### config.mk
export PLATFORM = sky130hd
export DESIGN_NAME = rpsc_top
export DESIGN_NICKNAME = d
export VERILOG_FILES = /design/src/design/rpsc_pkg.sv /design/src/design/rpsc_top.sv
export SDC_FILE = /design/constraint.sdc
export NUM_CORES = 1
export LEC_CHECK = 0
export BUFFER_PORTS_ARGS = -buffer_cell sky130_fd_sc_hd__buf_2
export CELL_PAD_IN_SITES_DETAIL_PLACEMENT = 0
export CELL_PAD_IN_SITES_GLOBAL_PLACEMENT = 1
export CORE_MARGIN = 5
export CORE_UTILIZATION = 45
export DETAILED_ROUTE_END_ITERATION = 6
export PLACE_DENSITY = 0.82
export SETUP_SLACK_MARGIN = 0.4
export SKIP_CTS_REPAIR_TIMING = 1
export SLEW_MARGIN = 20
export SYNTH_ARGS = -nofsm -noshare
export SYNTH_HDL_FRONTEND = slang
export SYNTH_SLANG_ARGS = --single-unit
### constraint.sdc
create_clock -name CLK_SYS -period 2.7 [get_ports CLK_SYS]
set_input_delay 0.405 -clock CLK_SYS [delete_from_list [all_inputs] [get_ports CLK_SYS]]
set_output_delay 0.405 -clock CLK_SYS [all_outputs]
set_load 0.02 [all_outputs]
### src/design/rpsc_pkg.sv
// package: register map, field layout, reset values and codes of the radio status/config bank
package rpsc_pkg;
	localparam logic [11:0] OFF_INT_ENABLE  = 12'h304;
	localparam logic [11:0] OFF_INT_DISABLE = 12'h308;
	localparam logic [11:0] OFF_CRC_RESULT  = 12'h400;
	localparam logic [11:0] OFF_RX_LADDR    = 12'h408;
	localparam logic [11:0] OFF_RX_CHECK    = 12'h40c;
	localparam logic [11:0] OFF_DEV_MATCH   = 12'h410;
	localparam logic [11:0] OFF_PAY_STATUS  = 12'h414;
	localparam logic [11:0] OFF_TONE_INFO   = 12'h44c;
	localparam logic [11:0] OFF_DF_STATE    = 12'h458;
	localparam logic [11:0] OFF_PKT_PTR     = 12'h504;
	localparam logic [11:0] OFF_FREQ        = 12'h508;
	localparam logic [11:0] OFF_TX_POWER    = 12'h50c;
	localparam logic [11:0] OFF_MODE        = 12'h510;
	localparam logic [11:0] OFF_PCFG0       = 12'h514;
	localparam logic [11:0] OFF_PCFG1       = 12'h518;
	localparam logic [11:0] OFF_EVT_STATUS  = 12'h600;

	// event bit positions in status and enable registers
	localparam int EVB_RATE_SWITCH = 18;
	localparam int EVB_TX_READY    = 19;
	localparam int EVB_RX_READY    = 20;
	localparam int EVB_MHR_MATCH   = 21;
	localparam int EVB_PHY_END     = 23;
	localparam int EVB_TONE_FOUND  = 24;

	localparam int FREQ_MAP_BIT  = 8;
	localparam int RATE_INDICATOR_STATUS_BIT    = 1;
	localparam int SAMPLER_BIT   = 4;

	localparam logic [31:0] FREQ_RESET   = 32'h0000_0002;
	localparam logic [31:0] FREQ_MASK    = 32'h0000_017f;
	localparam logic [31:0] POWER_MASK   = 32'h0000_00ff;
	localparam logic [31:0] MODE_MASK    = 32'h0000_000f;
	localparam logic [31:0] EVT_MASK     = 32'h01bc_0000;

	localparam logic [11:0] BASE_DEFAULT_MHZ = 12'h960;
	localparam logic [11:0] BASE_LOW_MHZ     = 12'h938;
	localparam logic [6:0]  CHAN_MAX         = 7'h64;

	localparam logic [3:0] MODE_PROP_1M  = 4'h0;
	localparam logic [3:0] MODE_PROP_2M  = 4'h1;
	localparam logic [3:0] MODE_LE_1M    = 4'h3;
	localparam logic [3:0] MODE_LE_2M    = 4'h4;
	localparam logic [3:0] MODE_LR_125K  = 4'h5;
	localparam logic [3:0] MODE_LR_500K  = 4'h6;
	localparam logic [3:0] MODE_PAN_250K = 4'hf;

	localparam logic [1:0] RESP_OKAY   = 2'h0;
	localparam logic [1:0] RESP_SLVERR = 2'h2;
endpackage

### src/design/rpsc_top.sv
// module: AXI4-Lite register bank with receive status capture and radio configuration outputs
// What this block does
// - write one to disable bit disables interrupt
// - rate-switch event on 125k to 500k indicator
// - crc result reads 1 ok, 0 error
// - three-bit logical address of last packet
// - 24-bit received crc value readable
// - three-bit device address match index
// - payload status: 1 when longer than maximum
// - rate status: 0 125k, 1 500k
// - antenna switch state read-only, codes 0-5
// - sampler state bit: idle or sampling
// - carrier equals base plus channel 0..100 (channel field is not limited; 0..127 accepted)
// - map bit selects 2360 MHz base
// - output power signed dBm byte
// - mode field selects rate and modulation
// - long range: tx selected, rx both rates
// - payload truncated to maximum length
//
// The AXI4-Lite register port was chosen for this implementation.
module rpsc_top
	import rpsc_pkg::*;
(
	input  wire logic        CLK_SYS,
	input  wire logic        RST_B,
	input  wire logic [11:0] S_AXI_AWADDR,
	input  wire logic        S_AXI_AWVALID,
	output logic             S_AXI_AWREADY,
	input  wire logic [31:0] S_AXI_WDATA,
	input  wire logic [3:0]  S_AXI_WSTRB,
	input  wire logic        S_AXI_WVALID,
	output logic             S_AXI_WREADY,
	output logic [1:0]       S_AXI_BRESP,
	output logic             S_AXI_BVALID,
	input  wire logic        S_AXI_BREADY,
	input  wire logic [11:0] S_AXI_ARADDR,
	input  wire logic        S_AXI_ARVALID,
	output logic             S_AXI_ARREADY,
	output logic [31:0]      S_AXI_RDATA,
	output logic [1:0]       S_AXI_RRESP,
	output logic             S_AXI_RVALID,
	input  wire logic        S_AXI_RREADY,
	input  wire logic        RX_FRAME_START,
	input  wire logic        RX_END,
	input  wire logic        RX_CRC_OK,
	input  wire logic [2:0]  RX_LOGICAL_ADDR,
	input  wire logic [23:0] RX_CHECK_VALUE,
	input  wire logic [2:0]  RX_MATCH_INDEX,
	input  wire logic [7:0]  RX_PAYLOAD_LEN,
	input  wire logic [7:0]  RX_TONE_INFO,
	input  wire logic        CODING_INDICATOR_VALID,
	input  wire logic        CODING_INDICATOR,
	input  wire logic [2:0]  ANTENNA_SWITCH_FSM_STATE,
	input  wire logic        SAMPLER_FSM_STATE,
	input  wire logic        TRANSMIT_READY_EVENT,
	input  wire logic        RECEIVE_READY_EVENT,
	input  wire logic        MAC_HEADER_MATCH_EVENT,
	input  wire logic        PHYSICAL_END_EVENT,
	input  wire logic        TONE_EXTENSION_FOUND_EVENT,
	output logic [31:0]      PACKET_DMA_POINTER,
	output logic [11:0]      CARRIER_MHZ,
	output logic [7:0]       OUTPUT_POWER,
	output logic [3:0]       RADIO_MODE,
	output logic             TX_RATE_500K,
	output logic             RX_ACCEPT_BOTH_RATES,
	output logic [7:0]       MAX_PAYLOAD_LENGTH,
	output logic [7:0]       RX_STORED_LEN,
	output logic             RX_TRUNCATED,
	output logic             IRQ
);

	////////////////////////////////////////////////////////////////////////////////
	function automatic logic [31:0] strb_mask(input logic [3:0] strb);
		return {{8{strb[3]}}, {8{strb[2]}}, {8{strb[1]}}, {8{strb[0]}}};
	endfunction

	function automatic logic [31:0] merge(input logic [31:0] old, input logic [31:0] data,
		input logic [3:0] strb);
		return (old & ~strb_mask(strb)) | (data & strb_mask(strb));
	endfunction

	////////////////////////////////////////////////////////////////////////////////
	logic        aw_pend;
	logic [11:0] aw_addr;
	logic        w_pend;
	logic [31:0] w_data;
	logic [3:0]  w_strb;
	logic        bvalid;
	logic [1:0]  bresp;
	logic        rvalid;
	logic [31:0] rdata;
	logic [1:0]  rresp;

	logic [31:0] int_enable;
	logic [31:0] evt_status;
	logic [31:0] pkt_ptr;
	logic [31:0] freq_reg;
	logic [31:0] power_reg;
	logic [31:0] mode_reg;
	logic [31:0] pcfg0;
	logic [31:0] pcfg1;

	logic        crc_ok;
	logic [2:0]  rx_laddr;
	logic [23:0] rx_check;
	logic [2:0]  match_idx;
	logic        pay_long;
	logic        rate_stat;
	logic [7:0]  tone_info;
	logic        rx_rate;
	logic        rate_evt;

	wire         do_write = aw_pend & w_pend & ~bvalid;
	wire  [31:0] wmask    = w_data & strb_mask(w_strb);
	wire         wr_en    = do_write & (aw_addr == OFF_INT_ENABLE);
	wire         wr_dis   = do_write & (aw_addr == OFF_INT_DISABLE);
	wire         wr_evt   = do_write & (aw_addr == OFF_EVT_STATUS);
	wire         wr_ptr   = do_write & (aw_addr == OFF_PKT_PTR);
	wire         wr_freq  = do_write & (aw_addr == OFF_FREQ);
	wire         wr_pow   = do_write & (aw_addr == OFF_TX_POWER);
	wire         wr_mode  = do_write & (aw_addr == OFF_MODE);
	wire         wr_pc0   = do_write & (aw_addr == OFF_PCFG0);
	wire         wr_pc1   = do_write & (aw_addr == OFF_PCFG1);

	// read-only status offsets accept writes silently; only holes answer with an error
	function automatic logic mapped(input logic [11:0] a);
		return a == OFF_INT_ENABLE || a == OFF_INT_DISABLE || a == OFF_CRC_RESULT
			|| a == OFF_RX_LADDR || a == OFF_RX_CHECK || a == OFF_DEV_MATCH
			|| a == OFF_PAY_STATUS || a == OFF_TONE_INFO || a == OFF_DF_STATE
			|| a == OFF_PKT_PTR || a == OFF_FREQ || a == OFF_TX_POWER || a == OFF_MODE
			|| a == OFF_PCFG0 || a == OFF_PCFG1 || a == OFF_EVT_STATUS;
	endfunction

	////////////////////////////////////////////////////////////////////////////////
	assign S_AXI_AWREADY = ~aw_pend;
	assign S_AXI_WREADY  = ~w_pend;
	assign S_AXI_BVALID  = bvalid;
	assign S_AXI_BRESP   = bresp;
	assign S_AXI_ARREADY = ~rvalid;
	assign S_AXI_RVALID  = rvalid;
	assign S_AXI_RDATA   = rdata;
	assign S_AXI_RRESP   = rresp;

	always_ff @(posedge CLK_SYS or negedge RST_B)
	begin
		if (!RST_B)
		begin
			aw_pend <= 1'b0;
			aw_addr <= 12'h000;
			w_pend  <= 1'b0;
			w_data  <= 32'h0000_0000;
			w_strb  <= 4'h0;
			bvalid  <= 1'b0;
			bresp   <= RESP_OKAY;
		end
		else
		begin
			if (S_AXI_AWVALID && !aw_pend)
			begin
				aw_pend <= 1'b1;
				aw_addr <= {S_AXI_AWADDR[11:2], 2'b00};
			end
			if (S_AXI_WVALID && !w_pend)
			begin
				w_pend <= 1'b1;
				w_data <= S_AXI_WDATA;
				w_strb <= S_AXI_WSTRB;
			end
			if (do_write)
			begin
				aw_pend <= 1'b0;
				w_pend  <= 1'b0;
				bvalid  <= 1'b1;
				bresp   <= mapped(aw_addr) ? RESP_OKAY : RESP_SLVERR;
			end
			else if (bvalid && S_AXI_BREADY)
				bvalid <= 1'b0;
		end
	end

	////////////////////////////////////////////////////////////////////////////////
	wire  [11:0] ra = {S_AXI_ARADDR[11:2], 2'b00};
	logic [31:0] next_rdata;

	always_comb
	begin
		next_rdata = 32'h0000_0000;
		unique case (ra)
			OFF_INT_ENABLE,
			OFF_INT_DISABLE: next_rdata = int_enable;
			OFF_CRC_RESULT:  next_rdata = {31'h0, crc_ok};
			OFF_RX_LADDR:    next_rdata = {29'h0, rx_laddr};
			OFF_RX_CHECK:    next_rdata = {8'h00, rx_check};
			OFF_DEV_MATCH:   next_rdata = {29'h0, match_idx};
			OFF_PAY_STATUS:  next_rdata = {30'h0, rate_stat, pay_long};
			OFF_TONE_INFO:   next_rdata = {24'h0, tone_info};
			OFF_DF_STATE:    next_rdata = {27'h0, SAMPLER_FSM_STATE, 1'b0,
				ANTENNA_SWITCH_FSM_STATE};
			OFF_PKT_PTR:     next_rdata = pkt_ptr;
			OFF_FREQ:        next_rdata = freq_reg;
			OFF_TX_POWER:    next_rdata = power_reg;
			OFF_MODE:        next_rdata = mode_reg;
			OFF_PCFG0:       next_rdata = pcfg0;
			OFF_PCFG1:       next_rdata = pcfg1;
			OFF_EVT_STATUS:  next_rdata = evt_status;
			default:         next_rdata = 32'h0000_0000;
		endcase
	end

	always_ff @(posedge CLK_SYS or negedge RST_B)
	begin
		if (!RST_B)
		begin
			rvalid <= 1'b0;
			rdata  <= 32'h0000_0000;
			rresp  <= RESP_OKAY;
		end
		else if (S_AXI_ARVALID && !rvalid)
		begin
			rvalid <= 1'b1;
			rdata  <= next_rdata;
			rresp  <= mapped(ra) ? RESP_OKAY : RESP_SLVERR;
		end
		else if (rvalid && S_AXI_RREADY)
			rvalid <= 1'b0;
	end

	////////////////////////////////////////////////////////////////////////////////
	// configuration registers; reserved bits are masked so they read zero
	always_ff @(posedge CLK_SYS or negedge RST_B)
	begin
		if (!RST_B)
		begin
			int_enable <= 32'h0000_0000;
			pkt_ptr    <= 32'h0000_0000;
			freq_reg   <= FREQ_RESET;
			power_reg  <= 32'h0000_0000;
			mode_reg   <= 32'h0000_0000;
			pcfg0      <= 32'h0000_0000;
			pcfg1      <= 32'h0000_0000;
		end
		else
		begin
			if (wr_en)
				int_enable <= int_enable | (wmask & EVT_MASK);
			if (wr_dis)
				int_enable <= int_enable & ~wmask;
			if (wr_ptr)
				pkt_ptr <= merge(pkt_ptr, w_data, w_strb);
			if (wr_freq)
				freq_reg <= merge(freq_reg, w_data, w_strb) & FREQ_MASK;
			if (wr_pow)
				power_reg <= merge(power_reg, w_data, w_strb) & POWER_MASK;
			if (wr_mode)
				mode_reg <= merge(mode_reg, w_data, w_strb) & MODE_MASK;
			if (wr_pc0)
				pcfg0 <= merge(pcfg0, w_data, w_strb);
			if (wr_pc1)
				pcfg1 <= merge(pcfg1, w_data, w_strb);
		end
	end

	////////////////////////////////////////////////////////////////////////////////
	wire        lr_mode  = (mode_reg[3:0] == MODE_LR_125K) || (mode_reg[3:0] == MODE_LR_500K);
	wire [7:0]  max_len  = pcfg1[7:0];
	wire        too_long = RX_PAYLOAD_LEN > max_len;
	wire        ci_boost = lr_mode & CODING_INDICATOR_VALID & CODING_INDICATOR & ~rx_rate;
	wire [11:0] base_mhz = freq_reg[FREQ_MAP_BIT] ? BASE_LOW_MHZ : BASE_DEFAULT_MHZ;

	assign PACKET_DMA_POINTER   = pkt_ptr;
	assign CARRIER_MHZ          = base_mhz + {5'h00, freq_reg[6:0]};
	assign OUTPUT_POWER         = power_reg[7:0];
	assign RADIO_MODE           = mode_reg[3:0];
	assign TX_RATE_500K         = mode_reg[3:0] == MODE_LR_500K;
	assign RX_ACCEPT_BOTH_RATES = lr_mode;
	assign MAX_PAYLOAD_LENGTH   = max_len;
	assign RX_STORED_LEN        = too_long ? max_len : RX_PAYLOAD_LEN;
	assign RX_TRUNCATED         = too_long;

	// every frame starts at the slow rate; the indicator can only raise it
	always_ff @(posedge CLK_SYS or negedge RST_B)
	begin
		if (!RST_B)
		begin
			rx_rate  <= 1'b0;
			rate_evt <= 1'b0;
		end
		else
		begin
			rate_evt <= ci_boost;
			if (RX_FRAME_START)
				rx_rate <= 1'b0;
			else if (ci_boost)
				rx_rate <= 1'b1;
		end
	end

	// status holds until the next packet end so software can read it at leisure
	always_ff @(posedge CLK_SYS or negedge RST_B)
	begin
		if (!RST_B)
		begin
			crc_ok    <= 1'b0;
			rx_laddr  <= 3'h0;
			rx_check  <= 24'h00_0000;
			match_idx <= 3'h0;
			pay_long  <= 1'b0;
			rate_stat <= 1'b0;
			tone_info <= 8'h00;
		end
		else if (RX_END)
		begin
			crc_ok    <= RX_CRC_OK;
			rx_laddr  <= RX_LOGICAL_ADDR;
			rx_check  <= RX_CHECK_VALUE;
			match_idx <= RX_MATCH_INDEX;
			pay_long  <= too_long;
			rate_stat <= rx_rate;
			tone_info <= RX_TONE_INFO;
		end
	end

	////////////////////////////////////////////////////////////////////////////////
	logic [31:0] evt_in;

	always_comb
	begin
		evt_in                  = 32'h0000_0000;
		evt_in[EVB_RATE_SWITCH] = rate_evt;
		evt_in[EVB_TX_READY]    = TRANSMIT_READY_EVENT;
		evt_in[EVB_RX_READY]    = RECEIVE_READY_EVENT;
		evt_in[EVB_MHR_MATCH]   = MAC_HEADER_MATCH_EVENT;
		evt_in[EVB_PHY_END]     = PHYSICAL_END_EVENT;
		evt_in[EVB_TONE_FOUND]  = TONE_EXTENSION_FOUND_EVENT;
	end

	// a new event in the clearing cycle survives: set is applied after clear
	always_ff @(posedge CLK_SYS or negedge RST_B)
	begin
		if (!RST_B)
			evt_status <= 32'h0000_0000;
		else
			evt_status <= (evt_status & ~(wr_evt ? wmask : 32'h0)) | evt_in;
	end

	assign IRQ = |(evt_status & int_enable);
endmodule

=== Word-level counts from Yosys, hierarchy flattened ===
Index checks and enable logic that the tools add are counted.

* Bits in latches: 0
* Memory bits (writable): 0
* Output and inout bits: 117
* Logic and storage cells: 168
* Memories: 0
* ROM bits: 0
* Bits of input ports: 127
* Register bits: 309

* Add/sub/neg operators: 1
* Mux-type cells: 18
* Reductions and logical operators: 47
* $lt $le $gt $ge: 1
* Bitwise gates (word level): 40
* Shift-type cells: 0
* $mul: 0
* Equality and inequality tests: 34
* Div/mod/pow operators: 0

{| class="wikitable"
|+ Operators with widths
! cell !! count
|-
| one-hot mux 32 bit (15 select lines) || 1
|-
| == test 10 x 9 -> 1 bit (second input constant) || 28
|-
| AND 32 bit || 7
|-
| two-way mux 32 bit || 3
|-
| NOT 32 bit || 3
|-
| bitwise OR 32 bit || 3
|-
| bitwise OR 32 x 25 -> 32 bit || 2
|-
| == test 10 x 8 -> 1 bit (second input constant) || 4
|-
| OR reduction 32 bit || 1
|-
| logical OR 1 bit || 31
|-
| AND 1 bit || 14
|-
| adder 12 x 7 -> 12 bit || 1
|-
| nonzero test 2 bit || 6
|-
| two-way mux 1 bit || 10
|-
| AND 9 bit || 1
|-
| bitwise OR 9 bit || 1
|-
| AND 8 bit || 1
|-
| == test 4 x 3 -> 1 bit (second input constant) || 2
|-
| greater-than comparator 8 bit || 1
|-
| two-way mux 8 bit || 1
|-
| bitwise OR 8 bit || 1
|-
| two-way mux 7 bit || 1
|-
| logical AND 1 bit || 5
|-
| NOT 1 bit || 5
|-
| other kinds (5) || 8
|}

=== Longest topological paths before layout ===
Gate-level depths: netlist of run 1.

* Word-level depth: 17
* Mapped depth: 9

=== Worst setup path after synthesis of run 1 ===
No wires, ideal clock.

* Path kind: input to output
* Start: input RX_PAYLOAD_LEN[2]
* End: output RX_STORED_LEN[0]
* Arrival time: 2.027 ns
* Path buffers: 0
* Setup slack: 0.268 ns
* Stages: 6
* Cell sequence: ha_1 -> and4b_1 -> a211oi_1 -> o221ai_1 -> o21ai_1 -> mux2_2

* Cells in the longest elaborated chain, start to end: 2

{| class="wikitable"
|+ RTL lines
! element !! RTL line !! RTL
|-
| from (decl) || rpsc_top.sv:49 || <nowiki>input wire logic [7:0] RX_PAYLOAD_LEN,</nowiki>
|-
| greater-than comparator 8 bit || rpsc_top.sv:266 || <nowiki>wire too_long = RX_PAYLOAD_LEN > max_len;</nowiki>
|-
| two-way mux 8 bit || rpsc_top.sv:277 || <nowiki>assign RX_STORED_LEN = too_long ? max_len : RX_PAYLOAD_LEN;</nowiki>
|-
| to (decl) || rpsc_top.sv:67 || <nowiki>output logic [7:0] RX_STORED_LEN,</nowiki>
|}

No other way between the ends.

==> results by group, run 1 <==
Min path
  – Hold Startpoint: RX_FRAME_START
  – Worst Hold Class: in2reg

Logic synthesis
  – Post-synth EDFFs: 0
  – Synth Instances: 1123
  – Syn Std Cell Area: 13920 um^2
  – Synth unique cells: 65
  – Most frequent cell after synthesis: dfrtp_1
  – Post-synth top flop: dfrtp_1
  – Async SR Flop Fraction: 1.000
  – Synth top area share: 0.5500
  – Synth top cells by count: dfrtp_1, mux2_2, a21oi_1, nor2_1, a21boi_0
  – #FFs+latches synth: 307
  – Sequential fraction of the synthesis area: 0.5519
  – Avg Inst Size Synth: 12.40 um^2
  – Yosys warnings: 0
  – Post-synth top area cell: dfrtp_1
  – Synth area leaders: dfrtp_1, mux2_2, a21boi_0, a22oi_1, a21oi_1

Power and ir drop
  – P_int: 9.198 mW
  – Sequential power share: 0.473
  – Combinational share of power: 0.171
  – Pwr Total: 13.32 mW
  – Clock network power share: 0.356
  – Pwr Density: 749.8 nW/um^2
  – P_sw: 4.121 mW
  – Leakage: 8.493 nW
  – VDD IR max: 0.0004958 V
  – Switching part of the total: 0.3094

Drt
  – DRT iter0 DRCs: 770
  – DRC: 0
  – Via Count: 10610
  – Wire per inst: 22.83 um
  – First-pass DRT Iterations: 6
  – WL final: 41240 um
  – Antenna viol nets, final: 0
  – Vias/cell: 5.872

Die
  – Die ar.: 34560 um^2
  – Area of the core: 30590 um^2
  – Die height: 185.9 um
  – Num rows: 64
  – Initial Util: 0.4551
  – Io pins: 244
  – Die width: 185.9 um

Timing
  – Clk_skew: 0.01286 ns
  – Final Hold Viols: 0
  – RSZ-0062 raised after global routing: yes
  – Max_slew headroom: 0.3891
  – Tmin final: 2.920 ns
  – Final setup violation count: 9
  – Final WS setup: -0.2201 ns
  – Fin crit share: 1.082
  – Worst-Margin Slew: 0.8932 ns
  – Setup TNS: -1.770 ns
  – Fmax achieved: 342.5 MHz
  – Slew Viols, Final: 0
  – Hold Slack: 0.05376 ns

Finish
  – Antenna diode count: 0
  – Share of cells above drive strength 1: 0.4404
  – Fin util: 0.5807
  – Nets: 1523
  – Filler cells: 2528
  – Fin cells: 1806
  – Area delta synth->final: 27.60%

Place
  – Post-DP HPWL: 28610 um
  – GPL Wtd Cong: 0.9101
  – PortBufs: 233
  – Inst Count DP: 1722

Clock network
  – CTS root buffer: clkbuf_16
  – CTS sink count: 307
  – Worst-path clk slew: 0.06 ns
  – Clk_lat worst skew: 0.51 ns
  – Num CTS Buffers: 35
  – Max Root-Sink Buffers: 3
  – CTS H-Tree Depth: 2
  – CTS tree: built

Critical path
  – Critical path capture point type: output port
  – Crit path max-delay cell type: dfrtp_1
  – Worst Path Required: 2.30 ns
  – Critical path class: reg2out
  – Critical Path Max Stage Delay: 0.39 ns
  – Buf/Inv on CP: 2
  – Max Fanout on Critical Path: 5
  – Kind of cell adding the most delay to the critical path: compound AO/OA/AOI/OAI gates
  – Worst reg2reg path startpoint: aw_addr[7]$_DFFE_PN0P_
  – Critical path arrival: 2.52 ns
  – Crit-path cells: inv_2, ha_4, a21o_1, a211oi_2, o221ai_4, o21ai_4, mux2_4, buf_2
  – Startpoint class of the critical path: register

GRT
  – Pin count of the biggest net entering global routing: 70
  – GRT Util Overall: 0.2277
  – Number of global-route vias before repair: 10780
  – Initial antenna violation count: 2
  – GR Overflow Total: 0
  – First-pass GRT wire length: 61450 um

Status
  – Status: finished, violations left
  – Failing checks: setup timing

Run
  – Max cap viols: 0
## worst paths after layout
check | endpoint | slack (ns) | cells after the start
worst max-delay path | RX_STORED_LEN[1] | -0.22 | 8
worst min-delay path | rx_rate$_DFFE_PN0P_ | 0.05 | 2
worst max register to register | register | 0.21 | 7
worst min register to register | crc_ok$_DFFE_PN0P_ | 0.51 | 1
max in group asynchronous | async pin | 1.45 | 3
min in group asynchronous | rx_check[23]$_DFFE_PN0P_ | 0.46 | 2
## cell usage in the layout, fill, tap and decap left out, types with 22 or more instances in the layout
cell type  synthesis  final
nand2_1           34     34
buf_4             18     49
inv_1             23     22
clkbuf_16          0     37
buf_2              2    224
a22oi_1           43     38
a21boi_0          54     54
mux2_4             0    100
dfrtp_1          306    301
a21oi_1           56     56
nor2_1            56     56
o21ai_0           26     26
mux2_2           217    121
## power groups by stage
| stage | Combinational [mW] | Sequential, mW | Clock (mW) |
|---|---|---|---|
| 6_report | 2.28 | 6.30 | 4.74 |
| 5_1_grt | 2.48 | 6.40 | 5.02 |
| 4_1_cts | 2.13 | 6.17 | 4.81 |
| 3_5_place_dp | 2.12 | 6.25 | 0 |
| 3_3_place_gp | 2.07 | 6.22 | 0 |
| 2_1_floorplan | 1.32 | 5.94 | 0 |
## cell families after synthesis
kind of cell | after synthesis | synth area share
other | 2 | 0.0005394
flip-flops | 307 | 0.5519
AO/OA/AOI/OAI | 266 | 0.1349
buffers and inverters | 99 | 0.03226
adder cells (fa/ha/maj) | 12 | 0.01132
multiplexers | 233 | 0.1874
XOR/XNOR | 4 | 0.002517
AND/OR/NAND/NOR | 200 | 0.07918
## per-stage QoR
step	worst slack (ns)	cell area [um^2]
after detailed placement	0.05366	15690
after CTS	-0.3392	16850
after global placement	0.08497	15690
after global routing	-0.3252	17760
final	-0.2201	17760
after floorplan	0.4126	13940
## per-layer routing
metal,up-vias,global-route usage,wire length [um]
li1,4699,-,-
met1,5394,0.3181,17710
met2,414,0.3596,19050
met3,94,0.04417,3098
met4,4,0.07636,1366
met5,-,0,14
## area by class of cell
type	instances	area [um^2]	area share
Inverter	23	86.33	0.004860
Timing Repair Buffer	295	1818	0.1023
Clock buffer	52	1052	0.05923
Clock inverter	11	108.9	0.006128
Multi-Input combinational cell	722	6514	0.3667
Tap cell	396	495.5	0.02789
Sequential cell	307	7690	0.4329
(Power assumes the default switching activity.)
==> run 2: changes to the inputs <==
--- a/config.mk
+++ b/config.mk
@@ -8,10 +8,9 @@
 export BUFFER_PORTS_ARGS = -buffer_cell sky130_fd_sc_hd__buf_2
 export CELL_PAD_IN_SITES_DETAIL_PLACEMENT = 0
 export CELL_PAD_IN_SITES_GLOBAL_PLACEMENT = 1
-export CORE_MARGIN = 5
-export CORE_UTILIZATION = 45
+export CORE_UTILIZATION = 30
 export DETAILED_ROUTE_END_ITERATION = 6
-export PLACE_DENSITY = 0.82
+export PLACE_DENSITY = 0.64
 export SETUP_SLACK_MARGIN = 0.4
 export SKIP_CTS_REPAIR_TIMING = 1
 export SLEW_MARGIN = 20
==> results by group, run 2 (synthesized netlist as in run 1, its figures left out) <==
Die
  – Die ar.: 47270 um^2 (+37%)
  – Area of the core: 45580 um^2 (+49%)
  – Num rows: 78 (+22%)
  – Die width: 217.4 um (+17%)
  – Io pins: 244 (unchanged)
  – Die height: 217.4 um (+17%)
  – Initial Util: 0.3055 (-0.1497)

Clock network
  – Clk_lat worst skew: 0.56 ns (+0.05 ns)
  – Num CTS Buffers: 38 (+8.6%)
  – CTS sink count: 307 (unchanged)
  – Worst-path clk slew: 0.06 ns (about the same)
  – CTS tree: built
  – CTS root buffer: clkbuf_16
  – Max Root-Sink Buffers: 3 (unchanged)
  – CTS H-Tree Depth: 2 (unchanged)

Critical path
  – Max Fanout on Critical Path: 4 (-1)
  – Worst reg2reg path startpoint: aw_addr[6]$_DFFE_PN0P_
  – R2R depth: 7 (unchanged)
  – Startpoint class of the critical path: register
  – Flop2flop setup slack: 0.22 ns (about the same)
  – Critical path class: reg2out
  – Worst Path Required: 2.30 ns (about the same)
  – Critical path capture point type: output port
  – Critical path arrival: 2.55 ns (+0.03 ns)

Timing
  – Tmin final: 2.952 ns (+0.03227 ns)
  – RSZ-0062 raised after global routing: yes
  – Fmax achieved: 338.7 MHz (-1.1%)
  – Hold Slack: 0.03413 ns (-0.01963 ns)
  – Final WS setup: -0.2524 ns (-0.03227 ns)
  – Final Hold Viols: 0 (unchanged)
  – Slew Viols, Final: 0 (unchanged)
  – Final setup violation count: 9 (unchanged)
  – Max_slew headroom: 0.4392 (+0.05013)
  – Fin crit share: 1.093 (+0.01195)
  – Worst-Margin Slew: 0.8394 ns (-0.05382 ns)
  – Clk_skew: 0.01275 ns (-0.0001107 ns)

Place
  – Pre-CTS setup slack: -0.03147 ns (-0.08513 ns)
  – Post-DP HPWL: 32770 um (+15%)
  – Inst Count DP: 1942 (+13%)
  – Placed cell areas: 16110 um^2 (+2.7%)
  – PortBufs: 233 (unchanged)
  – GPL Wtd Cong: 0.8545 (-6.1%)

Min path
  – Hold Path End: evt_status[19]$_DFF_PN0_
  – Worst Hold Class: in2reg
  – WHS Path Cells: 2 (unchanged)
  – Hold Startpoint: TRANSMIT_READY_EVENT

Power and ir drop
  – VDD IR max: 0.0004211 V (-15%)
  – Pwr Total: 13.91 mW (+4.4%)
  – Pwr Density: 756.6 nW/um^2 (+0.91%)
  – Leakage: 8.637 nW (+1.7%)

Drt
  – Vias/cell: 5.162 (-12%)
  – Via Count: 10500 (-1.0%)
  – Antenna viol nets, final: 0 (unchanged)
  – DRC: 0 (unchanged)
  – DRT iter0 DRCs: 766 (-0.52%)
  – First-pass DRT Iterations: 5 (-1)
  – Wire per inst: 22.66 um (-0.75%)
  – WL final: 46090 um (+12%)

GRT
  – GRT Util Overall: 0.1913 (-0.03635)
  – Initial antenna violation count: 0 (-2)
  – Pin count of the biggest net entering global routing: 61 (-13%)
  – First-pass GRT wire length: 67760 um (+10%)
  – Number of global-route vias before repair: 10430 (-3.3%)
  – GR Overflow Total: 0 (unchanged)

Finish
  – Final Cell Area: 18380 um^2 (+3.5%)
  – Area delta synth->final: 32.05%
  – Fin cells: 2034 (+13%)
  – Commonest cells after routing, fill and taps aside: dfrtp_1, buf_2, mux2_2
  – Antenna diode count: 0 (unchanged)
  – Nets: 1544 (+1.4%)
  – Share of cells above drive strength 1: 0.4540 (+0.01355)
  – Commonest non-fill, non-tap cell in the layout: dfrtp_1

Status
  – Failing checks: setup timing
  – Status: finished, violations left

Run
  – Max cap viols: 0 (unchanged)
run 2: report_power, final:
group | internal, mW | switching [mW]
sequential | 5.22 | 1.12
combinational | 1.17 | 1.24
clock | 3.11 | 2.06
run 2: per-layer routing:
| layer | vias up | global-route usage | wire [um] |
|---|---|---|---|
| li1 | 4744 | - | - |
| met1 | 5406 | 0.2648 | 21500 |
| met2 | 293 | 0.3015 | 21310 |
| met3 | 56 | 0.04003 | 2323 |
| met4 | 0 | 0.05235 | 956 |
| met5 | - | 0 | 0 |
run 2: final cells by class:
| class | instances | area (um^2) |
|---|---|---|
| Clock buffer | 57 | 1134 |
| Clock inverter | 12 | 137.6 |
| Fill cell | 4372 | 27190 |
| Inverter | 23 | 86.33 |
| Multi-Input combinational cell | 722 | 6545 |
| Sequential cell | 307 | 7690 |
| Tap cell | 600 | 750.7 |
| Timing Repair Buffer | 313 | 2041 |
run 2: how the worst max path moves through the flow:
stage,start,endpoint,cells after the start
detailed placement,RX_PAYLOAD_LEN[2],RX_STORED_LEN[3],8
global route,register,RX_STORED_LEN[2],8
finish,register,RX_STORED_LEN[2],8
global placement,RX_PAYLOAD_LEN[2],RX_STORED_LEN[3],8
floorplan,aw_addr[7]$_DFFE_PN0P_,register,6
CTS,register,RX_STORED_LEN[3],8
run 2: through the flow:
stage | setup TNS [ns] | utilization
global placement | 0 | 0.3535
floorplan | 0 | -
CTS | -3.926 | 0.3814
finish | -2.056 | 0.4034
detailed placement | -0.1913 | 0.3535
global route | -2.655 | 0.4034
run 2: worst max-delay path: stages (launching register included):
cell and delay, ns:
dfrtp_1 0.39, inv_2 0.07, ha_4 0.19, a21o_1 0.20
a211oi_4 0.30, o221ai_4 0.18, o21ai_4 0.13, mux2_2 0.36
buf_2 0.16
